### src/adc_ctl_pkg.sv
// Purpose: Shared constants for the converter control block
// Assumes: APB register map with one 32-bit aligned word per register
// Notes:   Offsets are byte addresses; conversion counts are converter clocks, the prescale divide counts clk_in cycles
package adc_ctl_pkg;

  // Register byte offsets
  localparam logic [7:0] OFS_CTRL1  = 8'h00;
  localparam logic [7:0] OFS_CTRL2  = 8'h04;
  localparam logic [7:0] OFS_SEL    = 8'h08;
  localparam logic [7:0] OFS_RES_LO = 8'h0C;
  localparam logic [7:0] OFS_RES_HI = 8'h10;

  // First control register fields
  localparam int BIT_ENABLE = 0;
  localparam int BIT_START  = 1;
  localparam int BIT_AUTO   = 2;
  localparam int BIT_FLAG   = 3;

  // Second control register: trigger source select
  localparam int TSEL_LSB = 0;
  localparam int TSEL_W   = 3;
  localparam int TRIG_N   = 8;
  localparam logic [2:0] TSEL_FREE_RUN = 3'h0;

  // Channel / reference select register fields
  localparam int SEL_CH_LSB  = 0;
  localparam int SEL_CH_W    = 5;
  localparam int SEL_LADJ    = 5;
  localparam int SEL_REF_LSB = 6;
  localparam int SEL_REF_W   = 2;

  // Result and timing
  localparam int RESULT_W = 10;
  localparam logic [4:0] CONV_CYCLES_NORMAL = 5'h0D;
  localparam logic [4:0] CONV_CYCLES_FIRST  = 5'h19;
  localparam int PRESCALE_DIV_DEFAULT = 4;

  // Reset values
  localparam logic [7:0] SEL_RESET  = 8'h00;
  localparam logic [2:0] TSEL_RESET = 3'h0;
  localparam logic [9:0] RES_RESET  = 10'h000;

endpackage

### src/conv_link_if.sv
// Purpose: Links the control core with its prescaler and trigger detector
// Assumes: All signals on clk_in
// Notes:   tick and rise are one-cycle pulses
`timescale 1ns/1ps
interface conv_link_if;
  logic       enable;
  logic       restart;
  logic       tick;
  logic [2:0] trig_sel;
  logic [7:0] trig_vec;
  logic       rise;

  modport ctl (output enable, output restart, output trig_sel, output trig_vec,
               input tick, input rise);
  modport pre (input enable, input restart, output tick);
  modport edg (input trig_sel, input trig_vec, output rise);
endinterface

### src/adc_conversion_control.sv
// Purpose: Digital control of a 10-bit successive approximation converter
// Assumes: APB slave, zero wait states, sample data from the analog side
// Notes:   Analog front end and prescaler ratios are outside this block
`timescale 1ns/1ps

// What this block does
// Channel and reference selections reach the converter only while enabled.
// Software should disable the converter before entering sleep.
// A 10-bit result spans the high and low result registers.
// Result is right adjusted, or left adjusted when left adjust is set.
// Software reads low before high, unless left adjusted 8-bit suffices.
// Reading the low result blocks result updates until high is read.
// A conversion finishing while blocked leaves results untouched.
// Reading the high result re-enables result updates.
// Completion flag is set even when the result was discarded.
// Writing one to start begins a single conversion.
// Start stays set during a software conversion, cleared at completion.
// A channel change mid-conversion waits for the current conversion to end.
// Auto trigger enable allows hardware-triggered conversions.
// Trigger source select picks the signal that triggers conversions.
// A trigger rising edge resets the prescaler and starts a conversion.
// A trigger still high at completion does not restart a conversion.
// Trigger edges during a conversion are ignored, not queued.
// Event flags trigger conversions regardless of their interrupt enables.
// Software must clear a trigger flag to get the next edge.
// Completion flag as trigger source gives free-running conversions.
// Software starts the first free-running conversion with the start bit.
// Free running continues whether or not the flag is cleared.
// With auto trigger on, writing start still starts one conversion.
// Start bit reads one during any conversion, as a busy indication.
// Normal conversion takes 13 converter clocks, the first one 25.
// At completion write results, set flag, clear start when single.
// Prescaler runs while enabled and is held in reset otherwise.
// Trigger edges found by comparing with last cycle's registered value.
module adc_conversion_control #(
  parameter int unsigned ADDR_W       = 8,
  parameter int unsigned PRESCALE_DIV = adc_ctl_pkg::PRESCALE_DIV_DEFAULT
) (
  input  wire logic              clk_in,
  input  wire logic              rst_in,
  input  wire logic              psel_in,
  input  wire logic              penable_in,
  input  wire logic              pwrite_in,
  input  wire logic [ADDR_W-1:0] paddr_in,
  input  wire logic [31:0]       pwdata_in,
  output logic      [31:0]       prdata_out,
  output logic                   pready_out,
  output logic                   pslverr_out,
  input  wire logic [7:0]        trig_sources_in,
  input  wire logic [9:0]        sample_data_in,
  output logic                   converter_enable_out,
  output logic      [4:0]        channel_out,
  output logic      [1:0]        reference_out,
  output logic                   conversion_busy_out,
  output logic                   complete_flag_out
);

  // Gray coded along idle -> wait -> convert
  typedef enum logic [1:0] {
    ST_IDLE = 2'b00,
    ST_WAIT = 2'b01,
    ST_CONV = 2'b11
  } conv_st_t;

  typedef struct packed {
    conv_st_t   st;
    logic [4:0] cnt;
    logic       first_done;
    logic       converter_enable_bit;
    logic       auto_trigger_enable;
    logic       conversion_complete_flag;
    logic [2:0] trigger_source_select;
    logic [7:0] sel_tmp;
    logic [7:0] sel_app;
    logic [9:0] res;
    logic       lock;
    logic [31:0] rdata;
  } ctl_state_t;

  ctl_state_t s_reg;
  ctl_state_t s_next;

  conv_link_if link ();

  // APB phase decode
  logic       acc;
  logic       wr;
  logic       rd;
  logic       setup;
  logic [7:0] addr;
  logic       mapped;
  logic       done;
  logic       free_run;
  logic       trig_start;
  logic [4:0] len;
  logic [7:0] res_lo;
  logic [7:0] res_hi;
  logic       ladj;
  logic [9:0] res_now;

  assign addr   = 8'(paddr_in);
  assign acc    = psel_in & penable_in;
  assign wr     = acc & pwrite_in;
  assign rd     = acc & ~pwrite_in;
  assign setup  = psel_in & ~penable_in;
  assign mapped = (addr == adc_ctl_pkg::OFS_CTRL1) || (addr == adc_ctl_pkg::OFS_CTRL2) ||
                  (addr == adc_ctl_pkg::OFS_SEL) || (addr == adc_ctl_pkg::OFS_RES_LO) ||
                  (addr == adc_ctl_pkg::OFS_RES_HI);

  // First conversion after enable is the long one
  assign len = s_reg.first_done ? adc_ctl_pkg::CONV_CYCLES_NORMAL
                                : adc_ctl_pkg::CONV_CYCLES_FIRST;
  assign done = (s_reg.st == ST_CONV) && link.tick && (s_reg.cnt == len - 5'h01);
  assign free_run = s_reg.auto_trigger_enable &&
                    (s_reg.trigger_source_select == adc_ctl_pkg::TSEL_FREE_RUN);
  // Edges only count while idle, so nothing is queued
  assign trig_start = s_reg.converter_enable_bit && s_reg.auto_trigger_enable &&
                      (s_reg.st == ST_IDLE) && link.rise;

  // Format from what the pair holds after this edge, so a landing result is not split
  assign ladj    = s_reg.sel_tmp[adc_ctl_pkg::SEL_LADJ];
  assign res_now = (done && !s_reg.lock) ? sample_data_in : s_reg.res;
  assign res_lo  = ladj ? {res_now[1:0], 6'h00} : res_now[7:0];
  assign res_hi  = ladj ? res_now[9:2] : {6'h00, res_now[9:8]};

  // Hooks to prescaler and edge detector
  assign link.enable   = s_reg.converter_enable_bit;
  assign link.restart  = trig_start;
  assign link.trig_sel = s_reg.trigger_source_select;
  // Source 0 is our own flag; others are event flags set whatever their masks
  assign link.trig_vec = {trig_sources_in[7:1], s_reg.conversion_complete_flag};

  adc_prescaler #(
    .DIV (PRESCALE_DIV)
  ) u_prescaler (
    .clk_in (clk_in),
    .rst_in (rst_in),
    .link   (link)
  );

  adc_trigger_edge u_trigger_edge (
    .clk_in (clk_in),
    .rst_in (rst_in),
    .link   (link)
  );

  // Next-state: bus writes first, then the sequencer, so hardware set wins
  always_comb begin
    s_next = s_reg;

    // Register writes
    if (wr) begin
      case (addr)
        adc_ctl_pkg::OFS_CTRL1: begin
          s_next.converter_enable_bit = pwdata_in[adc_ctl_pkg::BIT_ENABLE];
          s_next.auto_trigger_enable  = pwdata_in[adc_ctl_pkg::BIT_AUTO];
          if (pwdata_in[adc_ctl_pkg::BIT_FLAG]) begin
            s_next.conversion_complete_flag = 1'b0;
          end
          if (pwdata_in[adc_ctl_pkg::BIT_START] && pwdata_in[adc_ctl_pkg::BIT_ENABLE] &&
              (s_reg.st == ST_IDLE)) begin
            s_next.st = ST_WAIT;
          end
        end
        adc_ctl_pkg::OFS_CTRL2: begin
          s_next.trigger_source_select =
            pwdata_in[adc_ctl_pkg::TSEL_LSB +: adc_ctl_pkg::TSEL_W];
        end
        adc_ctl_pkg::OFS_SEL: begin
          s_next.sel_tmp = pwdata_in[7:0];
        end
        default: begin
        end
      endcase
    end

    // Lock from the low read's setup phase; data is captured there too
    if (setup && !pwrite_in && (addr == adc_ctl_pkg::OFS_RES_LO)) begin
      s_next.lock = 1'b1;
    end
    if (rd && (addr == adc_ctl_pkg::OFS_RES_HI)) begin
      s_next.lock = 1'b0;
    end

    // Read data is captured in the setup phase
    if (setup) begin
      case (addr)
        adc_ctl_pkg::OFS_CTRL1: begin
          s_next.rdata = {28'h0000000, s_reg.conversion_complete_flag, s_reg.auto_trigger_enable,
                          (s_reg.st != ST_IDLE), s_reg.converter_enable_bit};
        end
        adc_ctl_pkg::OFS_CTRL2:  s_next.rdata = {29'h00000000, s_reg.trigger_source_select};
        adc_ctl_pkg::OFS_SEL:    s_next.rdata = {24'h000000, s_reg.sel_tmp};
        adc_ctl_pkg::OFS_RES_LO: s_next.rdata = {24'h000000, res_lo};
        adc_ctl_pkg::OFS_RES_HI: s_next.rdata = {24'h000000, res_hi};
        default:                 s_next.rdata = 32'h00000000;
      endcase
    end

    // Sequencer
    case (s_reg.st)
      ST_IDLE: begin
        if (trig_start) begin
          s_next.st = ST_WAIT;
        end
      end
      ST_WAIT: begin
        // Conversion begins on the next converter clock edge
        if (link.tick) begin
          s_next.st  = ST_CONV;
          s_next.cnt = 5'h00;
        end
      end
      ST_CONV: begin
        if (done) begin
          s_next.first_done               = 1'b1;
          s_next.conversion_complete_flag = 1'b1;
          if (!s_reg.lock) begin
            s_next.res = sample_data_in;
          end
          if (free_run) begin
            s_next.st  = ST_CONV;
            s_next.cnt = 5'h00;
          end else begin
            s_next.st = ST_IDLE;
          end
        end else if (link.tick) begin
          s_next.cnt = s_reg.cnt + 5'h01;
        end
      end
      default: begin
        s_next.st = ST_IDLE;
      end
    endcase

    // Selections follow the buffer only while idle or in the last converter clock
    if (s_reg.converter_enable_bit &&
        ((s_reg.st == ST_IDLE) || ((s_reg.st == ST_CONV) && (s_reg.cnt == len - 5'h01)))) begin
      s_next.sel_app = s_reg.sel_tmp;
    end

    // Disabling aborts and rearms the long first conversion
    if (!s_next.converter_enable_bit) begin
      s_next.st         = ST_IDLE;
      s_next.cnt        = 5'h00;
      s_next.first_done = 1'b0;
    end
  end

  always_ff @(posedge clk_in) begin
    if (rst_in) begin
      s_reg                       <= '0;
      s_reg.st                    <= ST_IDLE;
      s_reg.sel_tmp               <= adc_ctl_pkg::SEL_RESET;
      s_reg.sel_app               <= adc_ctl_pkg::SEL_RESET;
      s_reg.trigger_source_select <= adc_ctl_pkg::TSEL_RESET;
      s_reg.res                   <= adc_ctl_pkg::RES_RESET;
    end else begin
      s_reg <= s_next;
    end
  end

  // Outputs; zero wait state slave
  assign prdata_out           = s_reg.rdata;
  assign pready_out           = 1'b1;
  assign pslverr_out          = acc & ~mapped;
  assign converter_enable_out = s_reg.converter_enable_bit;
  assign channel_out   = s_reg.sel_app[adc_ctl_pkg::SEL_CH_LSB +: adc_ctl_pkg::SEL_CH_W];
  assign reference_out = s_reg.sel_app[adc_ctl_pkg::SEL_REF_LSB +: adc_ctl_pkg::SEL_REF_W];
  assign conversion_busy_out  = (s_reg.st != ST_IDLE);
  assign complete_flag_out    = s_reg.conversion_complete_flag;

  property p_flag_on_done;
    @(posedge clk_in) disable iff (rst_in)
    done |=> s_reg.conversion_complete_flag;
  endproperty
  a_flag_on_done: assert property (p_flag_on_done)
    else $error("flag not set at completion");

  property p_single_clears_start;
    @(posedge clk_in) disable iff (rst_in)
    (done && !free_run) |=> !conversion_busy_out;
  endproperty
  a_single_clears_start: assert property (p_single_clears_start)
    else $error("start bit not cleared after single conversion");

  property p_free_run_continues;
    @(posedge clk_in) disable iff (rst_in)
    (done && free_run && !(wr && addr == adc_ctl_pkg::OFS_CTRL1)) |=> (s_reg.st == ST_CONV);
  endproperty
  a_free_run_continues: assert property (p_free_run_continues)
    else $error("free running conversion stopped");

  property p_locked_result;
    @(posedge clk_in) disable iff (rst_in)
    (done && s_reg.lock) |=> $stable(s_reg.res);
  endproperty
  a_locked_result: assert property (p_locked_result)
    else $error("blocked result was overwritten");

  property p_low_read_locks;
    @(posedge clk_in) disable iff (rst_in)
    (rd && addr == adc_ctl_pkg::OFS_RES_LO) |=> s_reg.lock;
  endproperty
  a_low_read_locks: assert property (p_low_read_locks)
    else $error("low read did not block updates");

  property p_high_read_unlocks;
    @(posedge clk_in) disable iff (rst_in)
    (rd && addr == adc_ctl_pkg::OFS_RES_HI) |=> !s_reg.lock;
  endproperty
  a_high_read_unlocks: assert property (p_high_read_unlocks)
    else $error("high read did not release updates");

  property p_edge_ignored_busy;
    @(posedge clk_in) disable iff (rst_in)
    ((s_reg.st == ST_CONV) && link.rise && !done) |=> (s_reg.st == ST_CONV);
  endproperty
  a_edge_ignored_busy: assert property (p_edge_ignored_busy)
    else $error("trigger edge disturbed a running conversion");

  property p_sel_held_disabled;
    @(posedge clk_in) disable iff (rst_in)
    !s_reg.converter_enable_bit |=> $stable(s_reg.sel_app);
  endproperty
  a_sel_held_disabled: assert property (p_sel_held_disabled)
    else $error("selection applied while disabled");

  property p_count_bound;
    @(posedge clk_in) disable iff (rst_in)
    (s_reg.st == ST_CONV) |-> (s_reg.cnt < len);
  endproperty
  a_count_bound: assert property (p_count_bound)
    else $error("conversion ran past its length");

  property p_trigger_starts;
    @(posedge clk_in) disable iff (rst_in)
    trig_start |=> (s_reg.st == ST_WAIT) ##1 !link.tick;
  endproperty
  a_trigger_starts: assert property (p_trigger_starts)
    else $error("trigger did not restart prescaler and start");
endmodule

### src/adc_prescaler.sv
// Purpose: Converter clock prescaler producing a tick pulse
// Assumes: Synchronous active-high reset
// Notes:   Held cleared while disabled; restart realigns the phase
`timescale 1ns/1ps
module adc_prescaler #(
  parameter int unsigned DIV = adc_ctl_pkg::PRESCALE_DIV_DEFAULT
) (
  input  wire logic clk_in,
  input  wire logic rst_in,
  conv_link_if.pre  link
);
  localparam int CW = (DIV > 1) ? $clog2(DIV) : 1;
  localparam logic [CW-1:0] LAST = CW'(DIV - 1);

  typedef struct packed {
    logic [CW-1:0] cnt;
    logic          tick;
  } pre_state_t;

  pre_state_t s_reg;
  pre_state_t s_next;

  // Count only while enabled; a trigger restarts the divider
  always_comb begin
    s_next      = s_reg;
    s_next.tick = 1'b0;
    if (!link.enable || link.restart) begin
      s_next.cnt = '0;
    end else if (s_reg.cnt == LAST) begin
      s_next.cnt  = '0;
      s_next.tick = 1'b1;
    end else begin
      s_next.cnt = s_reg.cnt + CW'(1);
    end
  end

  always_ff @(posedge clk_in) begin
    if (rst_in) begin
      s_reg <= '0;
    end else begin
      s_reg <= s_next;
    end
  end

  assign link.tick = s_reg.tick;

  property p_no_tick_disabled;
    @(posedge clk_in) disable iff (rst_in)
    (!link.enable || link.restart) |=> !link.tick;
  endproperty
  a_no_tick_disabled: assert property (p_no_tick_disabled)
    else $error("prescaler ticked while held");
endmodule

### src/adc_trigger_edge.sv
// Purpose: Rising edge detector on the selected trigger source
// Assumes: Trigger sources come from logic on clk_in
// Notes:   Previous value is taken from the selected source only
`timescale 1ns/1ps
module adc_trigger_edge (
  input  wire logic clk_in,
  input  wire logic rst_in,
  conv_link_if.edg  link
);
  typedef struct packed {
    logic prev;
  } edge_state_t;

  edge_state_t s_reg;
  edge_state_t s_next;
  logic        cur;

  // Compare with last cycle's value; a held level gives no edge
  always_comb begin
    cur         = link.trig_vec[link.trig_sel];
    s_next      = s_reg;
    s_next.prev = cur;
  end

  always_ff @(posedge clk_in) begin
    if (rst_in) begin
      s_reg <= '0;
    end else begin
      s_reg <= s_next;
    end
  end

  assign link.rise = cur & ~s_reg.prev;

  property p_rise_needs_low;
    @(posedge clk_in) disable iff (rst_in)
    link.rise |-> cur && !$past(cur);
  endproperty
  a_rise_needs_low: assert property (p_rise_needs_low)
    else $error("edge reported on a held level");
endmodule

### config.mk
export PLATFORM = sky130hd
export DESIGN_NAME = adc_conversion_control
export DESIGN_NICKNAME = d
export VERILOG_FILES = /design/src/adc_ctl_pkg.sv /design/src/conv_link_if.sv /design/src/adc_conversion_control.sv /design/src/adc_prescaler.sv /design/src/adc_trigger_edge.sv
export SDC_FILE = /design/constraint.sdc
export NUM_CORES = 1
export LEC_CHECK = 0
export BUFFER_PORTS_ARGS = -buffer_cell sky130_fd_sc_hd__clkbuf_2
export CAP_MARGIN = 10
export CORE_AREA = 2 2 90 100
export CTS_CLUSTER_DIAMETER = 100
export CTS_CLUSTER_SIZE = 10
export DETAILED_ROUTE_END_ITERATION = 6
export DIE_AREA = 0 0 92 102
export GPL_TIMING_DRIVEN = 0
export MAX_ROUTING_LAYER = met4
export PLACE_DENSITY_LB_ADDON = 0.12
export SLEW_MARGIN = 25
export SYNTH_ARGS = -nofsm -noshare
export SYNTH_HDL_FRONTEND = slang
export SYNTH_SLANG_ARGS = --single-unit
### constraint.sdc
create_clock -name clk_in -period 4.67 [get_ports clk_in]
set_input_delay 0.2335 -clock clk_in [delete_from_list [all_inputs] [get_ports clk_in]]
set_output_delay 0.2335 -clock clk_in [all_outputs]
set_load 0.01 [all_outputs]
Word level (Yosys, flattened, before mapping)
Cells that the tools add are included.
{"block": "totals", "register_bits": 77, "inputBits": 63, "out_inout_bits": 44}
{"block": "classes", "n_addsub": 3, "n_lt_le_gt_ge": 1, "n_eq_ne": 11, "mux": 27, "bitwise": 12, "reduce_logical": 38}
{"cell": "one-hot mux 8 bit (5 select lines)", "count": 1}
{"cell": "2-to-1 mux 8 bit", "count": 3}
{"cell": "2-to-1 mux 5 bit", "count": 4}
{"cell": "== test 8 x 4 -> 1 bit (second input constant)", "count": 2}
{"cell": "logical AND 1 bit", "count": 14}
{"cell": "2-to-1 mux 14 bit", "count": 1}
{"cell": "2-to-1 mux 2 bit", "count": 6}
{"cell": "2-to-1 mux 10 bit", "count": 1}
{"cell": "one-hot mux 5 bit (2 select lines)", "count": 1}
{"cell": "== test 8 x 3 -> 1 bit (second input constant)", "count": 1}
{"cell": "== test 8 x 5 -> 1 bit (second input constant)", "count": 1}
{"cell": "logical NOT 8 bit", "count": 1}
{"cell": "AND reduction 2 bit", "count": 4}
{"cell": "2-to-1 mux 7 bit", "count": 1}
{"cell": "AND 1 bit", "count": 6}
{"cell": "logical OR 1 bit", "count": 6}
{"cell": "2-to-1 mux 3 bit", "count": 2}
{"cell": "NOT 1 bit", "count": 6}
{"cell": "one-hot mux 2 bit (3 select lines)", "count": 1}
{"cell": "OR reduction 2 bit", "count": 3}
{"cell": "adder 5 x 1 -> 5 bit (second input constant)", "count": 1}
{"cell": "== test 5 bit", "count": 1}
{"cell": "2-to-1 mux 1 bit", "count": 5}
{"cell": "subtractor 5 x 1 -> 5 bit (second input constant)", "count": 1}
{"cell": "other kinds (15)", "count": 19}

Longest topological paths before layout
{"block": "depth", "ltp_word": 8, "mapped_depth": 8, "mapped_depth_nobuf": 7}

By module
Synthesis repeated with hierarchy kept, for this count alone.
{"block": "hier_totals", "hier_cells": 334, "hier_area_um2": 2996.6}
{"mod": "adc_conversion_control", "n_inst": 1, "cells_per_inst": 313, "area_per_inst_um2": 2765.2, "seq_area_each_um2": 960.9}
{"mod": "adc_prescaler", "n_inst": 1, "cells_per_inst": 8, "area_per_inst_um2": 123.9, "seq_area_each_um2": 60.1}
{"mod": "adc_trigger_edge", "n_inst": 1, "cells_per_inst": 13, "area_per_inst_um2": 107.6, "seq_area_each_um2": 20.0}

Worst setup path before layout
OpenSTA, ideal clock, no wires.
{"block": "synth_path", "path_kind": "reg2reg", "start": "reg s_reg[70] (netlist bit)", "end": "reg s_reg (netlist bit prdata_out[7])", "setup_time_ps": 139, "t_arrival_ps": 2240, "t_required_ps": 4531, "setup_slack_ps": 2291, "path_stages_with_launch": 7, "n_path_buf": 1, "cell_sequence": "dfxtp_1 -> or3b_4 -> a2111oi_4 -> buf_6 -> mux2_2 -> a222oi_1 -> a221oi_1"}
{"block": "synth_between", "elab_chain_cells": 6}
{"element": "from (decl)", "line": "adc_conversion_control.sv:80", "rtl": "ctl_state_t s_reg;"}
{"element": "from (signal assigned)", "line": "adc_conversion_control.sv:259", "rtl": "s_reg <= s_next;"}
{"element": "== test 5 bit (*)", "line": "adc_conversion_control.sv:113", "rtl": "assign done = (s_reg.st == ST_CONV) && link.tick && (s_reg.cnt == len - 5'h01);"}
{"element": "logical AND 1 bit (*)", "line": "adc_conversion_control.sv:113"}
{"element": "logical AND 1 bit (*)", "line": "adc_conversion_control.sv:122", "rtl": "assign res_now = (done && !s_reg.lock) ? sample_data_in : s_reg.res;"}
{"element": "2-to-1 mux 10 bit (*)", "line": "adc_conversion_control.sv:122"}
{"element": "2-to-1 mux 8 bit (on tied branches)", "line": "adc_conversion_control.sv:124, adc_conversion_control.sv:123"}
{"element": "one-hot mux 8 bit (5 select lines) (*)", "line": "adc_conversion_control.sv:187", "rtl": "case (addr)"}
Every way passes the cells marked *; elsewhere a longest branch is shown, timed or not.
A chain may end at the register's enable or synchronous reset.

Final worst setup path
{"block": "layout_path", "start": "reg s_reg[68] (netlist bit)", "end": "reg s_reg (netlist bit prdata_out[7])"}
Same word-level chain as after synthesis.

==> results.md <==
- Run status: complete, no violations
- Setup bufs post-CTS: 0
- CP Launch Type: register
- Crit path cell chain: or3b_4 > a2111oi_4 > buf_6 > mux2_2 > a222oi_1 > a221oi_1
- Fin. Hold Viols: 0
- WL/cell: 13.8 um
- Min cycle time layout: 2650 ps
- Initial antenna violation count: 0
- CTS root buf: clkbuf_8
- CP bufs+invs: 1
- Setup ws final: around 2000 ps
- First-pass GRT wire length: 11.3 mm
- Later-pin clock latency in the skew report: 300 ps
- Detailed-route via count: approximately 2300
- Async set-reset flop share out of synthesis: 0%
- Detailed Place HPWL: between 5 and 6 mm
- R2R Setup Slk: ~2000 ps
- Worst Hold Class: input port to register
- Maxcap violations: 0
- Fill count: 868
- Starting density of the core: 34.5%
- Drt total wl: 6.99 mm
- LEAKAGE: between 0.001 and 0.0015 uW
- Clock sinks: 52
- Critical Path RT: 4830 ps
- Synthesized area: 2870 um^2
- CP Capture Type: register
- CTS Hold Buffers Added: 0
- Gr ovfl total: 0
- Final setup viols: 0
- Placeable Area: 8320 um^2
- R2R cell count: 6
- Fin crit share: 56.7%
- Post-Syn Instances: 312
- Most used flip-flop cell after synthesis: dfxtp_1
- Crit-path max cell delay: 690 ps
- Share of layout cells above drive strength 1: 30.7%
- Clock transition at path regs: 80 ps
- Iter 0 DRT Violations: 79
- # port buffers: between 50 and 60
- Setup_tns: 0 ps
- Post-CTS sizing: 0
- Max-slew violations: 0
- DRC viols: 0
- Rel. slew slack: approximately two fifths
- Largest register FFs: 27
- Die area: 9380 um^2
- Yosys warns: 0
- Final GP Congestion: 0.838
- Post-synth EDFFs: 0
- Area grow syn2layout: 19.7%
- PwrDens: 218 nW/um^2
- Cell family with most CP delay: compound AO/OA/AOI/OAI gates
- Reg2reg end: prdata_out[7]
- Largest net degree at the start of global routing: 14
- Actual slew at the worst max-slew pin: between 800 and 900 ps
- TritonCTS buffer count: 5
- Antenna Nets Post-Route: 0
- Post-synthesis area per instance: 9.20 um^2
- #FFs+latches synth: 52
- Fin nets: 462
- Reg-to-Reg Start: s_reg[68]
- Design area: 3430 um^2
- 1st-pass router iterations: 4
- Placed cell areas: approximately 3400 um^2
- CP max FO: 10
- Max rail drop VDD: 0.117 mV
- Slowest cell on crit path: a2111oi_4
- Post-synthesis sequential area ratio: between 30% and 40%
- Die height: 102 um
- CTS tree: done
- Total GRT Usage: 16.0%
- Chip width: 92 um
- Kind of critical path: register to register
- Instance count on the critical path: 6
- I/O pin cnt: 107
- Vias per cell: 4.64
- Clk_skew: 10.0 ps
- ANT cells: 0
- Fmax: 378 MHz
- Unrepaired setup endpoints after global routing: no
- Crit. Startpoint: s_reg[68]
- Yosys cell types: 53
- # rows: 35
- Crit path DAT: 2810 ps
- Crit path to: prdata_out[7]
- DP Worst Slack: between 2000 and 2500 ps
- H-tree depth: 2
- Maximum root-to-sink buffer count: 2
- Number of global-route vias before repair: between 2000 and 2500
[tightest hold or removal path: stages]
cell and delay (ps):
clkbuf_2 80, nand3_1 50, a21oi_1 50
[kinds of logic (layout without fill, tap and decap cells)]
group | after synthesis | count (layout) | share of synthesized area [%]
AOI/OAI and AO/OA | 51 | 51 | 12.7
xor gates and xnor gates | 4 | 4 | 1.22
adders and majority gates | 3 | 3 | 1.31
buffers and inverters | 59 | 118 | 14.5
DFF | 52 | 52 | 36.3
muxes | 32 | 32 | 14.6
other | 2 | 25 | 0.262
and+or+nand+nor | 109 | 109 | 19.2
[routing by layer]
layer,vias to the layer above,wire (um),global-route usage (%)
li1,1215,-,-
met3,10,349,2.36
met2,68,3330,26.3
met5,-,0,-
met1,1052,3210,19.9
met4,0,97,6.08
[cell usage after synthesis (all sizes together), types with 4 or more instances]
library cell  count  area share, %
a211oi            4            1.0
o21ai             7            1.2
nor2b             6            1.3
nand4             4           0.87
mux2i            20            7.0
mux2              6            2.4
dfxtp            52             36
nor2             30            3.9
mux4              6            5.2
xnor2             4            1.2
inv               8            1.0
a221oi            5            1.5
a21oi            17            3.0
nand3            12            2.1
buf              45             12
nand2            27            3.5
clkbuf            4           0.52
nor3              7            1.2
nand2b            7            1.5
[where the power goes]
part | internal, uW | switching [uW] | total, uW | leakage, uW
logic | 32.7 | 37.4 | 70.0 | 0.00102
clock network | 97.2 | 137 | 234 | 0.0000359
registers | 443 | 0.0549 | 443 | 0.000419
[metrics by stage]
step                std cells  power [uW]  util (%)  hold slack, ps
finish                    505         747      41.3             167
global route              505         777      41.3             175
CTS                       505         756      41.3             165
detailed placement        500         523      40.4             430
global placement          500         523      40.4             415
floorplan                 335         496         -             377
[cells in the final DEF (no fill, tap or decap), types with 2 or more instances in the layout]
cell type / n
clkbuf_8: 5
buf_6: 4
a222oi_1: 3
mux4_2: 2
dfxtp_1: 52
or2_2: 2
nand3_1: 12
dlygate4sd1_1: 2
a21boi_0: 2
a211oi_1: 4
nor2b_1: 6
buf_4: 41
o22ai_1: 2
nor3_1: 7
nor2_1: 30
clkbuf_2: 54
inv_1: 8
a21oi_1: 17
mux2i_1: 20
mux4_1: 4
mux2_2: 6
nand4_1: 4
nand2_1: 27
ha_1: 3
o21a_1: 2
nand2b_1: 7
a221oi_1: 5
o21ai_0: 6
clkbuf_1: 4
conb_1: 25
xnor2_1: 4
[final cells by class]
type	instances	area [um^2]	share of cell area, %
Buffer	51	385	11.2
Clock buffer	5	68.8	2.00
Inverter	8	30.0	0.875
Timing Repair Buffer	54	270	7.87
Multi-Input combinational cell	224	1500	43.7
Sequential cell	52	1040	30.3
Tap cell	111	139	4.05
[worst min path at each step]
stage                                 endpoint  slack [ps]            startpoint  depth (start not counted)
after floorplan               link.trig_sel[0]         380          pwdata_in[0]                          2
after global placement    u_prescaler.s_reg[1]         410  u_prescaler.s_reg[1]                          1
after detailed placement  u_prescaler.s_reg[1]         430  u_prescaler.s_reg[1]                          1
after CTS                            s_reg[58]         160          pwdata_in[7]                          3
after global routing                 s_reg[57]         170          pwdata_in[6]                          3
final                                s_reg[58]         170          pwdata_in[7]                          3
(Power assumes the default switching activity.)
